**src/reset_recorder_pkg.sv**
```systemverilog
// shared constants and carrier types of the reset source recorder
package reset_recorder_pkg;

  // ****************************************
  // timing
  // ****************************************
  localparam int CLK_PERIOD_NS = 25;
  localparam int POWERON_HOLD_TIME_US = 200;
  localparam int POWERON_HOLD_CYCLES = (POWERON_HOLD_TIME_US * 1000) / CLK_PERIOD_NS;
  localparam int WATCHDOG_HOLD_CYCLES = 16;
  localparam int BROWNOUT_STABLE_TIME_US = 100;
  localparam int BROWNOUT_STABLE_CYCLES = (BROWNOUT_STABLE_TIME_US * 1000) / CLK_PERIOD_NS;
  localparam int DEEP_STANDBY_WAKE_WAIT_CYCLES = 35;
  localparam int SOFT_RESET_HOLD_CYCLES = 32;
  localparam int BATTERY_HOLD_CYCLES = 16;
  localparam int CNT_W = 16;

  // ****************************************
  // status field positions
  // ****************************************
  localparam int ST0_POWERON_CAUSE_FLAG_BIT = 0;
  localparam int ST0_BROWN0_BIT = 1;
  localparam int ST0_DPS_BIT = 4;
  localparam int ST1_INDEPENDENT_WATCHDOG_BIT = 0;
  localparam int ST1_WWDT_BIT = 1;
  localparam int ST1_SW_BIT = 2;
  localparam int ST1_BATT_BIT = 3;
  localparam logic [7:0] STATUS_RESET = 8'h00;

  // brownout threshold levels, three selectable
  typedef enum logic [1:0] {LVL_LOW, LVL_MID, LVL_HIGH} brownLevel_t;

  typedef struct packed {
    logic [2:0] levelLow;
    logic [2:0] levelMid;
    logic [2:0] levelHigh;
  } brownCompare_t;

  typedef struct packed {
    logic [2:0] enable;
    logic [2:0] resetMode;
    brownLevel_t [2:0] level;
  } brownConfig_t;

  typedef struct packed {
    logic [7:0] status0;
    logic [7:0] status1;
    logic coldWarmStart;
  } resetStatus_t;

endpackage

```
**src/reset_hold_timer.sv**
```systemverilog
// counts out the release delay of one reset source
`timescale 1ns/1ps
`default_nettype none
module reset_hold_timer
  import reset_recorder_pkg::*;
#(
  parameter logic [CNT_W-1:0] HOLD = CNT_W'(WATCHDOG_HOLD_CYCLES)
) (
  input wire logic clk,
  input wire logic rst_n,
  input wire logic trigger,
  output logic holding
);
  logic [CNT_W-1:0] countReg;

  // trigger level keeps restarting the count; release after HOLD quiet cycles
  always_ff @(posedge clk or negedge rst_n) begin
    if (!rst_n) begin
      countReg <= '0;
      holding <= 1'b0;
    end else if (trigger) begin
      countReg <= HOLD;
      holding <= 1'b1;
    end else if (countReg > 16'h0001) begin
      countReg <= countReg - 16'h0001;
    end else begin
      countReg <= '0;
      holding <= 1'b0;
    end
  end

  a_hold_length: assert property (@(posedge clk) disable iff (!rst_n)
    $fell(trigger) |-> holding [*2])
    else $error("hold released too early");
endmodule // reset_hold_timer
`default_nettype wire

```
**src/brownout_monitor.sv**
```systemverilog
// one brownout monitor: threshold select, interrupt or reset, stabilization
`timescale 1ns/1ps
`default_nettype none
module brownout_monitor
  import reset_recorder_pkg::*;
#(
  parameter int STABLE = BROWNOUT_STABLE_CYCLES
) (
  input wire logic clk,
  input wire logic rst_n,
  input wire logic enable,
  input wire logic resetMode,
  input wire brownLevel_t level,
  input wire logic belowLow,
  input wire logic belowMid,
  input wire logic belowHigh,
  output logic irqPulse,
  output logic resetHold
);
  logic below;
  logic belowReg;

  always_comb begin
    case (level)
      LVL_LOW: below = belowLow;
      LVL_MID: below = belowMid;
      LVL_HIGH: below = belowHigh;
      default: below = belowLow;
    endcase
  end

  always_ff @(posedge clk or negedge rst_n) begin
    if (!rst_n) begin
      belowReg <= 1'b0;
      irqPulse <= 1'b0;
    end else begin
      belowReg <= below & enable;
      irqPulse <= below & enable & ~belowReg & ~resetMode;
    end
  end

  reset_hold_timer #(.HOLD(CNT_W'(STABLE))) stableTimer (
    .clk(clk),
    .rst_n(rst_n),
    .trigger(below & enable & resetMode),
    .holding(resetHold)
  );
endmodule // brownout_monitor
`default_nettype wire

```
**src/reset_source_recorder.sv**
```systemverilog
// reset source merge, release timing and cause recording
`timescale 1ns/1ps
`default_nettype none
module reset_source_recorder
  import reset_recorder_pkg::*;
#(
  parameter int POWERON_HOLD = POWERON_HOLD_CYCLES,
  parameter int BROWNOUT_STABLE = BROWNOUT_STABLE_CYCLES
) (
  input wire logic clk,
  input wire logic rst_n,
  input wire logic supplyBelowPoweron,
  input wire logic external_reset_pin_n,
  input wire logic indepWatchdogUnderflow,
  input wire logic indepWatchdogResetMode,
  input wire logic windowedWatchdogOverflow,
  input wire logic windowedWatchdogResetMode,
  input wire brownCompare_t brownCompare,
  input wire brownConfig_t option_setting_word_1,
  input wire logic optionLoad,
  input wire logic deepStandbyWakeIrq,
  input wire logic deepStandbyActive,
  input wire logic sys_reset_request_bit,
  input wire logic batterySwitch,
  input wire logic batteryResetEnable,
  input wire logic coldWarmWrite,
  input wire logic coldWarmWriteData,
  output logic chipReset_n,
  output logic nmiPulse,
  output logic [2:0] brownIrq,
  output logic clockRestart,
  output resetStatus_t statusOut
);

  // ****************************************
  // power-on hold
  // ****************************************
  logic [CNT_W-1:0] porCountReg;
  logic porActive;
  logic porDoneReg;

  // rst_n is the root supply reset; counting starts once rst_n is released and supplyBelowPoweron is low
  always_ff @(posedge clk or negedge rst_n) begin
    if (!rst_n) begin
      porCountReg <= '0;
      porDoneReg <= 1'b0;
    end else if (supplyBelowPoweron) begin
      porCountReg <= '0;
      porDoneReg <= 1'b0;
    end else if (porCountReg >= CNT_W'(POWERON_HOLD - 1)) begin
      porDoneReg <= 1'b1;
    end else begin
      porCountReg <= porCountReg + 16'h0001;
    end
  end
  assign porActive = ~porDoneReg;

  // ****************************************
  // watchdogs, battery switch, software request
  // ****************************************
  logic iwdtReset, wwdtReset, battReset, swReset, iwdtHold, wwdtHold, battHold, swHold;
  logic swReqReg, swHoldReg;
  logic pinHoldReg;
  assign iwdtReset = indepWatchdogUnderflow & indepWatchdogResetMode;
  assign wwdtReset = windowedWatchdogOverflow & windowedWatchdogResetMode;
  assign battReset = batterySwitch & batteryResetEnable;

  always_ff @(posedge clk or negedge rst_n) begin
    if (!rst_n) begin
      nmiPulse <= 1'b0;
    end else begin
      nmiPulse <= (indepWatchdogUnderflow & ~indepWatchdogResetMode)
        | (windowedWatchdogOverflow & ~windowedWatchdogResetMode);
    end
  end

  // request is edge-taken so a stuck request bit cannot lock the chip in reset
  always_ff @(posedge clk or negedge rst_n) begin
    if (!rst_n) begin
      swReqReg <= 1'b0;
    end else begin
      swReqReg <= sys_reset_request_bit;
    end
  end
  assign swReset = sys_reset_request_bit & ~swReqReg;

  reset_hold_timer #(.HOLD(CNT_W'(WATCHDOG_HOLD_CYCLES))) iwdtTimer (
    .clk(clk), .rst_n(rst_n), .trigger(iwdtReset), .holding(iwdtHold)
  );
  reset_hold_timer #(.HOLD(CNT_W'(WATCHDOG_HOLD_CYCLES))) wwdtTimer (
    .clk(clk), .rst_n(rst_n), .trigger(wwdtReset), .holding(wwdtHold)
  );
  reset_hold_timer #(.HOLD(CNT_W'(SOFT_RESET_HOLD_CYCLES))) swTimer (
    .clk(clk), .rst_n(rst_n), .trigger(swReset), .holding(swHold)
  );
  reset_hold_timer #(.HOLD(CNT_W'(BATTERY_HOLD_CYCLES))) battTimer (
    .clk(clk), .rst_n(rst_n), .trigger(battReset), .holding(battHold)
  );

  // ****************************************
  // brownout monitors
  // ****************************************
  brownConfig_t brownCfgReg;
  logic [2:0] brownHold;
  logic [2:0] brownIrqRaw;
  logic [2:0] brownTrig;

  // option word only takes effect once loaded after power-on
  always_ff @(posedge clk or negedge rst_n) begin
    if (!rst_n) begin
      brownCfgReg <= '0;
    end else if (porActive) begin
      brownCfgReg <= '0;
    end else if (optionLoad) begin
      brownCfgReg <= option_setting_word_1;
    end
  end

  for (genvar i = 0; i < 3; i++) begin : g_brown
    brownout_monitor #(.STABLE(BROWNOUT_STABLE)) monitor (
      .clk(clk),
      .rst_n(rst_n),
      .enable(brownCfgReg.enable[i]),
      .resetMode(brownCfgReg.resetMode[i]),
      .level(brownCfgReg.level[i]),
      .belowLow(brownCompare.levelLow[i]),
      .belowMid(brownCompare.levelMid[i]),
      .belowHigh(brownCompare.levelHigh[i]),
      .irqPulse(brownIrqRaw[i]),
      .resetHold(brownHold[i])
    );
  end
  assign brownTrig = brownHold;

  always_ff @(posedge clk or negedge rst_n) begin
    if (!rst_n) begin
      brownIrq <= 3'h0;
    end else begin
      brownIrq <= brownIrqRaw;
    end
  end

  // ****************************************
  // deep standby wake
  // ****************************************
  logic [5:0] dpsCountReg;
  logic dpsHoldReg;

  always_ff @(posedge clk or negedge rst_n) begin
    if (!rst_n) begin
      dpsCountReg <= '0;
      dpsHoldReg <= 1'b0;
      clockRestart <= 1'b0;
    end else if (deepStandbyActive & deepStandbyWakeIrq) begin
      dpsCountReg <= 6'(DEEP_STANDBY_WAKE_WAIT_CYCLES - 1);
      dpsHoldReg <= 1'b1;
      clockRestart <= 1'b1;
    end else if (dpsCountReg != 6'h00) begin
      dpsCountReg <= dpsCountReg - 6'h01;
      clockRestart <= 1'b0;
    end else begin
      dpsHoldReg <= 1'b0;
      clockRestart <= 1'b0;
    end
  end

  // ****************************************
  // merged reset
  // ****************************************
  logic anyReset;
  always_ff @(posedge clk or negedge rst_n) begin
    if (!rst_n) begin
      pinHoldReg <= 1'b0;
    end else begin
      pinHoldReg <= ~external_reset_pin_n;
    end
  end
  assign swHoldReg = swHold;
  assign anyReset = porActive | pinHoldReg | iwdtHold | wwdtHold | swHoldReg | battHold
    | dpsHoldReg | (|brownTrig);

  always_ff @(posedge clk or negedge rst_n) begin
    if (!rst_n) begin
      chipReset_n <= 1'b0;
    end else begin
      chipReset_n <= ~(anyReset | ~external_reset_pin_n);
    end
  end

  // ****************************************
  // cause recording
  // ****************************************
  logic [7:0] status0Reg, status1Reg;
  logic coldWarmReg;

  // flags survive every reset except power-on, but a pin reset clears the power-on flag; software reads them afterward
  always_ff @(posedge clk or negedge rst_n) begin
    if (!rst_n) begin
      status0Reg <= STATUS_RESET;
    end else if (porActive) begin
      status0Reg <= STATUS_RESET;
      status0Reg[ST0_POWERON_CAUSE_FLAG_BIT] <= 1'b1;
    end else begin
      if (~external_reset_pin_n) begin
        status0Reg[ST0_POWERON_CAUSE_FLAG_BIT] <= 1'b0;
      end
      for (int i = 0; i < 3; i++) begin
        if (brownTrig[i]) begin
          status0Reg[ST0_BROWN0_BIT + i] <= 1'b1;
        end
      end
      if (dpsHoldReg) begin
        status0Reg[ST0_DPS_BIT] <= 1'b1;
      end
    end
  end

  always_ff @(posedge clk or negedge rst_n) begin
    if (!rst_n) begin
      status1Reg <= STATUS_RESET;
    end else if (porActive) begin
      status1Reg <= STATUS_RESET;
    end else begin
      if (iwdtReset) status1Reg[ST1_INDEPENDENT_WATCHDOG_BIT] <= 1'b1;
      if (wwdtReset) status1Reg[ST1_WWDT_BIT] <= 1'b1;
      if (swReset) status1Reg[ST1_SW_BIT] <= 1'b1;
      if (battReset) status1Reg[ST1_BATT_BIT] <= 1'b1;
    end
  end

  always_ff @(posedge clk or negedge rst_n) begin
    if (!rst_n) begin
      coldWarmReg <= 1'b0;
    end else if (porActive) begin
      coldWarmReg <= 1'b0;
    end else if (coldWarmWrite & coldWarmWriteData) begin
      coldWarmReg <= 1'b1;
    end
  end

  always_ff @(posedge clk or negedge rst_n) begin
    if (!rst_n) begin
      statusOut <= '0;
    end else begin
      statusOut.status0 <= status0Reg;
      statusOut.status1 <= status1Reg;
      statusOut.coldWarmStart <= coldWarmReg;
    end
  end

  // ****************************************
  // checks
  // ****************************************
  a_por_holds_reset: assert property (@(posedge clk) disable iff (!rst_n)
    supplyBelowPoweron |=> ##1 !chipReset_n)
    else $error("reset released while supply low");
  a_por_flag_set: assert property (@(posedge clk) disable iff (!rst_n)
    porActive |=> status0Reg[ST0_POWERON_CAUSE_FLAG_BIT])
    else $error("power-on flag not set");
  a_pin_clears_por: assert property (@(posedge clk) disable iff (!rst_n)
    (!external_reset_pin_n && !porActive) |=> !status0Reg[ST0_POWERON_CAUSE_FLAG_BIT])
    else $error("pin reset left power-on flag");
  a_independent_watchdog_flag: assert property (@(posedge clk) disable iff (!rst_n)
    (iwdtReset && !porActive) |=> status1Reg[ST1_INDEPENDENT_WATCHDOG_BIT] ##1 !chipReset_n)
    else $error("independent watchdog reset not recorded");
  a_wdt_nmi_only: assert property (@(posedge clk) disable iff (!rst_n)
    (indepWatchdogUnderflow && !indepWatchdogResetMode) |=> nmiPulse)
    else $error("watchdog nmi missing");
  a_dps_wait: assert property (@(posedge clk) disable iff (!rst_n)
    $rose(dpsHoldReg) |-> dpsHoldReg [*8] ##[27:28] !dpsHoldReg)
    else $error("deep standby wait wrong");
  a_sw_reset_flag: assert property (@(posedge clk) disable iff (!rst_n)
    (swReset && !porActive) |=> status1Reg[ST1_SW_BIT])
    else $error("software reset not recorded");
  a_cold_warm_zero: assert property (@(posedge clk) disable iff (!rst_n)
    (coldWarmReg && !porActive) |=> coldWarmReg)
    else $error("cold/warm flag cleared without power-on");
  a_lvd_off_por: assert property (@(posedge clk) disable iff (!rst_n)
    porActive |=> brownCfgReg.enable == 3'h0)
    else $error("voltage detect enabled during power-on");
endmodule // reset_source_recorder
`default_nettype wire

```
**config.mk**
```make
export PLATFORM = sky130hd
export DESIGN_NAME = reset_source_recorder
export DESIGN_NICKNAME = d
export VERILOG_FILES = /design/src/reset_recorder_pkg.sv /design/src/reset_hold_timer.sv /design/src/brownout_monitor.sv /design/src/reset_source_recorder.sv
export SDC_FILE = /design/constraint.sdc
export NUM_CORES = 1
export LEC_CHECK = 0
export BUFFER_PORTS_ARGS = -buffer_cell sky130_fd_sc_hd__buf_2
export CORE_UTILIZATION = 35
export CTS_CLUSTER_DIAMETER = 60
export DETAILED_ROUTE_END_ITERATION = 10
export PLACE_DENSITY = 0.49
export SLEW_MARGIN = 30
export SYNTH_ARGS = -nofsm -noshare
export SYNTH_HDL_FRONTEND = slang
export SYNTH_SLANG_ARGS = --single-unit
```
**constraint.sdc**
```tcl
create_clock -name clk -period 2.8 [get_ports clk]
set_input_delay 0.28 -clock clk [delete_from_list [all_inputs] [get_ports clk]]
set_output_delay 0.28 -clock clk [all_outputs]
set_load 0.005 [all_outputs]
```
# After elaboration in Yosys (flattened, before gate mapping)
# Index checks and enable logic that the tools add are counted.
[op_classes] add_sub_neg=9 magnitude_cmp=8 eq_ne=26 n_mux=55 n_bitwise=41 n_reduce_logical=4
[op_table] cell="16-bit 2-to-1 mux" count=16
[op_table] cell="16-bit by 1-bit greater-than comparator with 1-bit output (second input constant)" count=7
[op_table] cell="16-bit by 1-bit subtractor with 16-bit output (second input constant)" count=7
[op_table] cell="1-bit 2-to-1 mux" count=30
[op_table] cell="12-bit 2-to-1 mux" count=2
[op_table] cell="2-bit != test (second input constant)" count=11
[op_table] cell="1-bit AND" count=20
[op_table] cell="2-bit by 1-bit != test with 1-bit output (second input constant)" count=9
[op_table] cell="16-bit by 1-bit adder with 16-bit output (second input constant)" count=1
[op_table] cell="16-bit by 13-bit >= comparator with 1-bit output (second input constant)" count=1
[op_table] cell="6-bit 2-to-1 mux" count=2
[op_table] cell="1-bit NOT" count=12
[op_table] cell="1-bit bitwise OR" count=9
[op_table] cell="2-bit by 1-bit equality test with 1-bit output (second input constant)" count=3
[op_table] cell="2-bit equality test (second input constant)" count=3
[op_table] cell="1-bit one-hot mux with 2 select lines" count=3
[op_table] cell="6-bit nonzero test" count=1
[op_table] cell="6-bit by 1-bit subtractor with 6-bit output (second input constant)" count=1
[op_table] cell="5-bit 2-to-1 mux" count=1
[op_table] cell="4-bit 2-to-1 mux" count=1
[op_table] cell="2-bit nonzero test" count=2
[op_table] cell="3-bit OR reduction" count=1
[word_totals] reg_bits=189 inputBits=37

# Depth between registers and ports, before layout
[depth] word_depth=10 mapped_depth=7

# Cells and area by module
# Synthesis repeated with hierarchy kept, for this count alone.
[hier_totals] hier_cells=836 area_unflattened_um2=9171.3
[modules_own_cells] mod="reset_source_recorder" n_inst=1 cells_per_inst=232 area_per_inst_um2=2740.1 seq_area_each_um2=1601.5
[modules_own_cells] mod="reset_hold_timer at g_brown[0].monitor.stableTimer ..." n_inst=3 cells_per_inst=82 area_per_inst_um2=868.3 seq_area_each_um2=425.4
[modules_own_cells] mod="reset_hold_timer at battTimer ..." n_inst=3 cells_per_inst=80 area_per_inst_um2=855.8 seq_area_each_um2=425.4
[modules_own_cells] mod="reset_hold_timer at swTimer" n_inst=1 cells_per_inst=79 area_per_inst_um2=834.6 seq_area_each_um2=425.4
[modules_own_cells] mod="brownout_monitor" n_inst=3 cells_per_inst=13 area_per_inst_um2=141.4 seq_area_each_um2=50.0

# Worst setup path after synthesis
# Ideal clock, no wire load.
[synth_timing] kind="register -> register" from="register swTimer.countReg[12]" to="register swTimer.countReg[10]" setup_time_ns=0.119 t_arrival_ns=1.958 required_ns=2.681 setup_slack_ns=0.723 path_stages_with_launch=6 path_buffers=1 path_cell_list="dfrtp_1 -> or4_4 -> or3_4 -> o41ai_4 -> buf_6 -> nor2_1"
[synth_between] elab_chain_cells=3
[synth_rtl] item="from (decl)" line="reset_hold_timer.sv:14" text="logic [CNT_W-1:0] countReg;"
[synth_rtl] item="from (signal assigned)" line="reset_hold_timer.sv:25" text="countReg <= countReg - 16'h0001;"
[synth_rtl] item="16-bit by 1-bit greater-than comparator with 1-bit output" line="reset_hold_timer.sv:24" text="end else if (countReg > 16'h0001) begin"
[synth_rtl] item="16-bit 2-to-1 mux" line="reset_hold_timer.sv:24"
[synth_rtl] item="16-bit 2-to-1 mux" line="reset_hold_timer.sv:21" text="end else if (trigger) begin"
# Every way passes these cells.
# A chain may end at the register's enable or synchronous reset.

# Worst setup path after layout
[layout_timing] from="register swTimer.countReg[12]" to="register swTimer.countReg[13]"
[layout_between] elab_chain_cells=3 word_cells_on_any_way=4 cone_classes="add/sub (1); order compare (1); mux (2)"
[layout_rtl] item="16-bit by 1-bit subtractor with 16-bit output or 16-bit by 1-bit greater-than comparator with 1-bit output (tied branches)" line="reset_hold_timer.sv:25, reset_hold_timer.sv:24"
[layout_rtl] item="16-bit 2-to-1 mux *" line="reset_hold_timer.sv:24"
[layout_rtl] item="16-bit 2-to-1 mux *" line="reset_hold_timer.sv:21"
# Mark *: on every way between the ends. The rest lies on a longest branch, timed or not.

==> results.ini <==
[outcome]
status = finished, final reports clean

[sta]
slew_headroom = 0.572
finalSetupViolations = 0
hold_violations = 0
timing.final.crit_share = 0.812
fin_crit_ns = 2.27
rsz0062_at_grt = false
fin_setup_tns_ns = 0
final_max_slew_viol_count = 0
max_freq_mhz = 440
worst_pin_slew_ns = 0.641
fin_skew_ns = 0.0147

[die]
die_area_um2 = 26000
rows = 57
core_area_um2 = 24600
die_x_um = 161
die_h_um = 161
start_util = 0.360
pin_count = 60

[grt]
grt_pass1_vias = 6097
grt_use_total = 0.144
overflow = 0
grt_first_pass_wirelength_mm = 30.2
antenna_found_initial = 1
grt_max_degree = 76

[critical_path]
crit_fanout = 10
cp_num_buf_inv = 1
cp-end-kind = register
path_delay_family = simple AND/OR/NAND/NOR gates
cp_data_required_time_ns = 3.11
startpoint_type = register
crit_type = reg2reg
critPathMaxStageDelay_ns = 0.55
worstPathCellList = or4_4 -> or3_4 -> o41ai_4 -> buf_4 -> a21oi_1
crit_slowest_cell = or4_4
arrival_ns = 2.58

[routing]
wl_per_cell_um = 13.9
post_drt_via_cell_ratio = 4.87
drc = 0
first_iter_violations = 289
wl_mm = 17.4
first_pass_iters = 4
vias = 6113
drtAntennaViolNets = 0

[final_layout]
diodes = 0
area_delta_synth_final_pct = 15.8
drive_above_1_share = 0.144
final_area_um2 = 10300
fin_nets = 981

[cts]
post-cts-setup-buffers = 0
clock_sinks = 189
clock_latency_ns = 0.43
cts_made_buffers = 17
cts_resized = 0
cts_hold_buf = 2
cts_max_level = 4
path_clk_slew_ns = 0.07
clockBufferDepth = 2
cts_tree = built
root_buffer = clkbuf_16

[placed_design]
io_buffers = 52
gp_congestion = 0.738
dpl-instance-area_um2 = 9660
place.detailed.hpwl_mm = 11.7

[yosys]
ys_top_cells_by_area = dfrtp_1 53%, nor2_1 4.8%, xor2_1 4.7%
ys_ff_latch = 189
ys_seq_area_frac = 0.533
syn_area_um2 = 8870
ys_warn_count = 0
synth-async-reset-ratio = 1.00
syn_inst = 840
synth_largest_area_cell = dfrtp_1
avgSynthCellArea_um2 = 10.6
synth_top_area_share = 0.533
synth_edf_count = 0
synth_ff_type = dfrtp_1
yosysUniqueCellTypes = 62

[power]
peakVddDrop_v = 0.000333
finalPower_mw = 8.85
power_density_nw_per_um2 = 862
total_leakage_power_nw = 4.63

[hold_path]
hold_class = in2reg

[flow_run]
cap_viol_max_count = 0

## flip-flops by register name, summed over array words and instances, names as in the netlist, 4 cells and up
register,cells
g_brown.monitor.stableTimer.countReg,48
brownCfgReg,12
porCountReg,16
dpsCountReg,6
iwdtTimer.countReg,16
status0Reg,5
battTimer.countReg,16
wwdtTimer.countReg,16
status1Reg,4
statusOut,10
swTimer.countReg,16
## synth_stat cells, drive strengths merged (17+ instances only)
cell and n:
nor2b 26, nor2 114, dfrtp 189, ha 23
nor4 19, a21oi 41, nor3 30, nand4 17
or3 31, nand2 35, inv 39, xnor2 25
o21ai 50, xor2 48, nand3 22
## logic make-up after synthesis
logic type,share of synthesized area
buffers and inverters,0.0310
flip-flops,0.533
multiplexers,0.0224
XOR/XNOR,0.0721
AND/OR/NAND/NOR,0.203
AO/OA/AOI/OAI,0.105
other,0.000423
adder cells (fa/ha/maj),0.0325
## where the power goes
part	switching [mW]	internal, mW	leakage [nW]
Combinational	1.37	1.11	1.95
Clock	1.00	1.46	0.285
Sequential	0.584	3.32	2.39
Total	2.96	5.89	4.63
## per-layer routing
metal / up-vias / track usage / share of wire
li1: 3084 / - / -
met1: 2947 / 0.200 / 0.52
met2: 68 / 0.223 / 0.45
met3: 12 / 0.0388 / 0.030
met4: 2 / 0.0360 / 0.0073
met5: - / 0 / 0.00075
## final cells by class
class | instances | area (µm²)
timing repair buffer | 79 | 514
tap | 324 | 405
inverter | 39 | 146
sequential | 189 | 4730
clock inverter | 6 | 111
fill | 2414 | 14300
clock buffer | 23 | 478
multi-input combinational | 595 | 3880
## placed cells by master (no fill, tap or decap), drive strengths merged, types with 11 or more instances in the layout
master,n
a21oi,41
buf,76
clkbuf,24
dfrtp,189
ha,23
inv,39
mux2i,12
nand2,35
nand3,22
nand4,17
nor2,114
nor2b,26
nor3,30
nor4,19
o21ai,50
or3,31
or4,11
xnor2,25
xor2,48
## per-stage QoR
| step | utilization | std cells | setup slack [ns] | hold WS (ns) |
|---|---|---|---|---|
| 2_1_floorplan | - | 846 | 0.723 | -0.0156 |
| 3_3_place_gp | 0.393 | 1224 | 0.555 | 0.333 |
| 3_5_place_dp | 0.393 | 1224 | 0.527 | 0.336 |
| 4_1_cts | 0.417 | 1255 | 0.465 | 0.0459 |
| 5_1_grt | 0.417 | 1255 | 0.305 | 0.0570 |
| 6_report | 0.417 | 1255 | 0.525 | 0.0676 |
## worst paths after layout
kind / startpoint / end / slack, ns / cells past startpoint
max in group asynchronous: rst_n / dpsHoldReg / 1.66 / 3
min reg2reg: g_brown[2].monitor.irqPulse / brownIrq[2] / 0.35 / 0
min in group asynchronous: rst_n / swTimer.countReg[11] / 0.45 / 2
max reg2reg: swTimer.countReg[12] / swTimer.countReg[13] / 0.53 / 5
min: external_reset_pin_n / pinHoldReg / 0.07 / 2
max: swTimer.countReg[12] / swTimer.countReg[13] / 0.53 / 5
(Power assumes the default switching activity.)
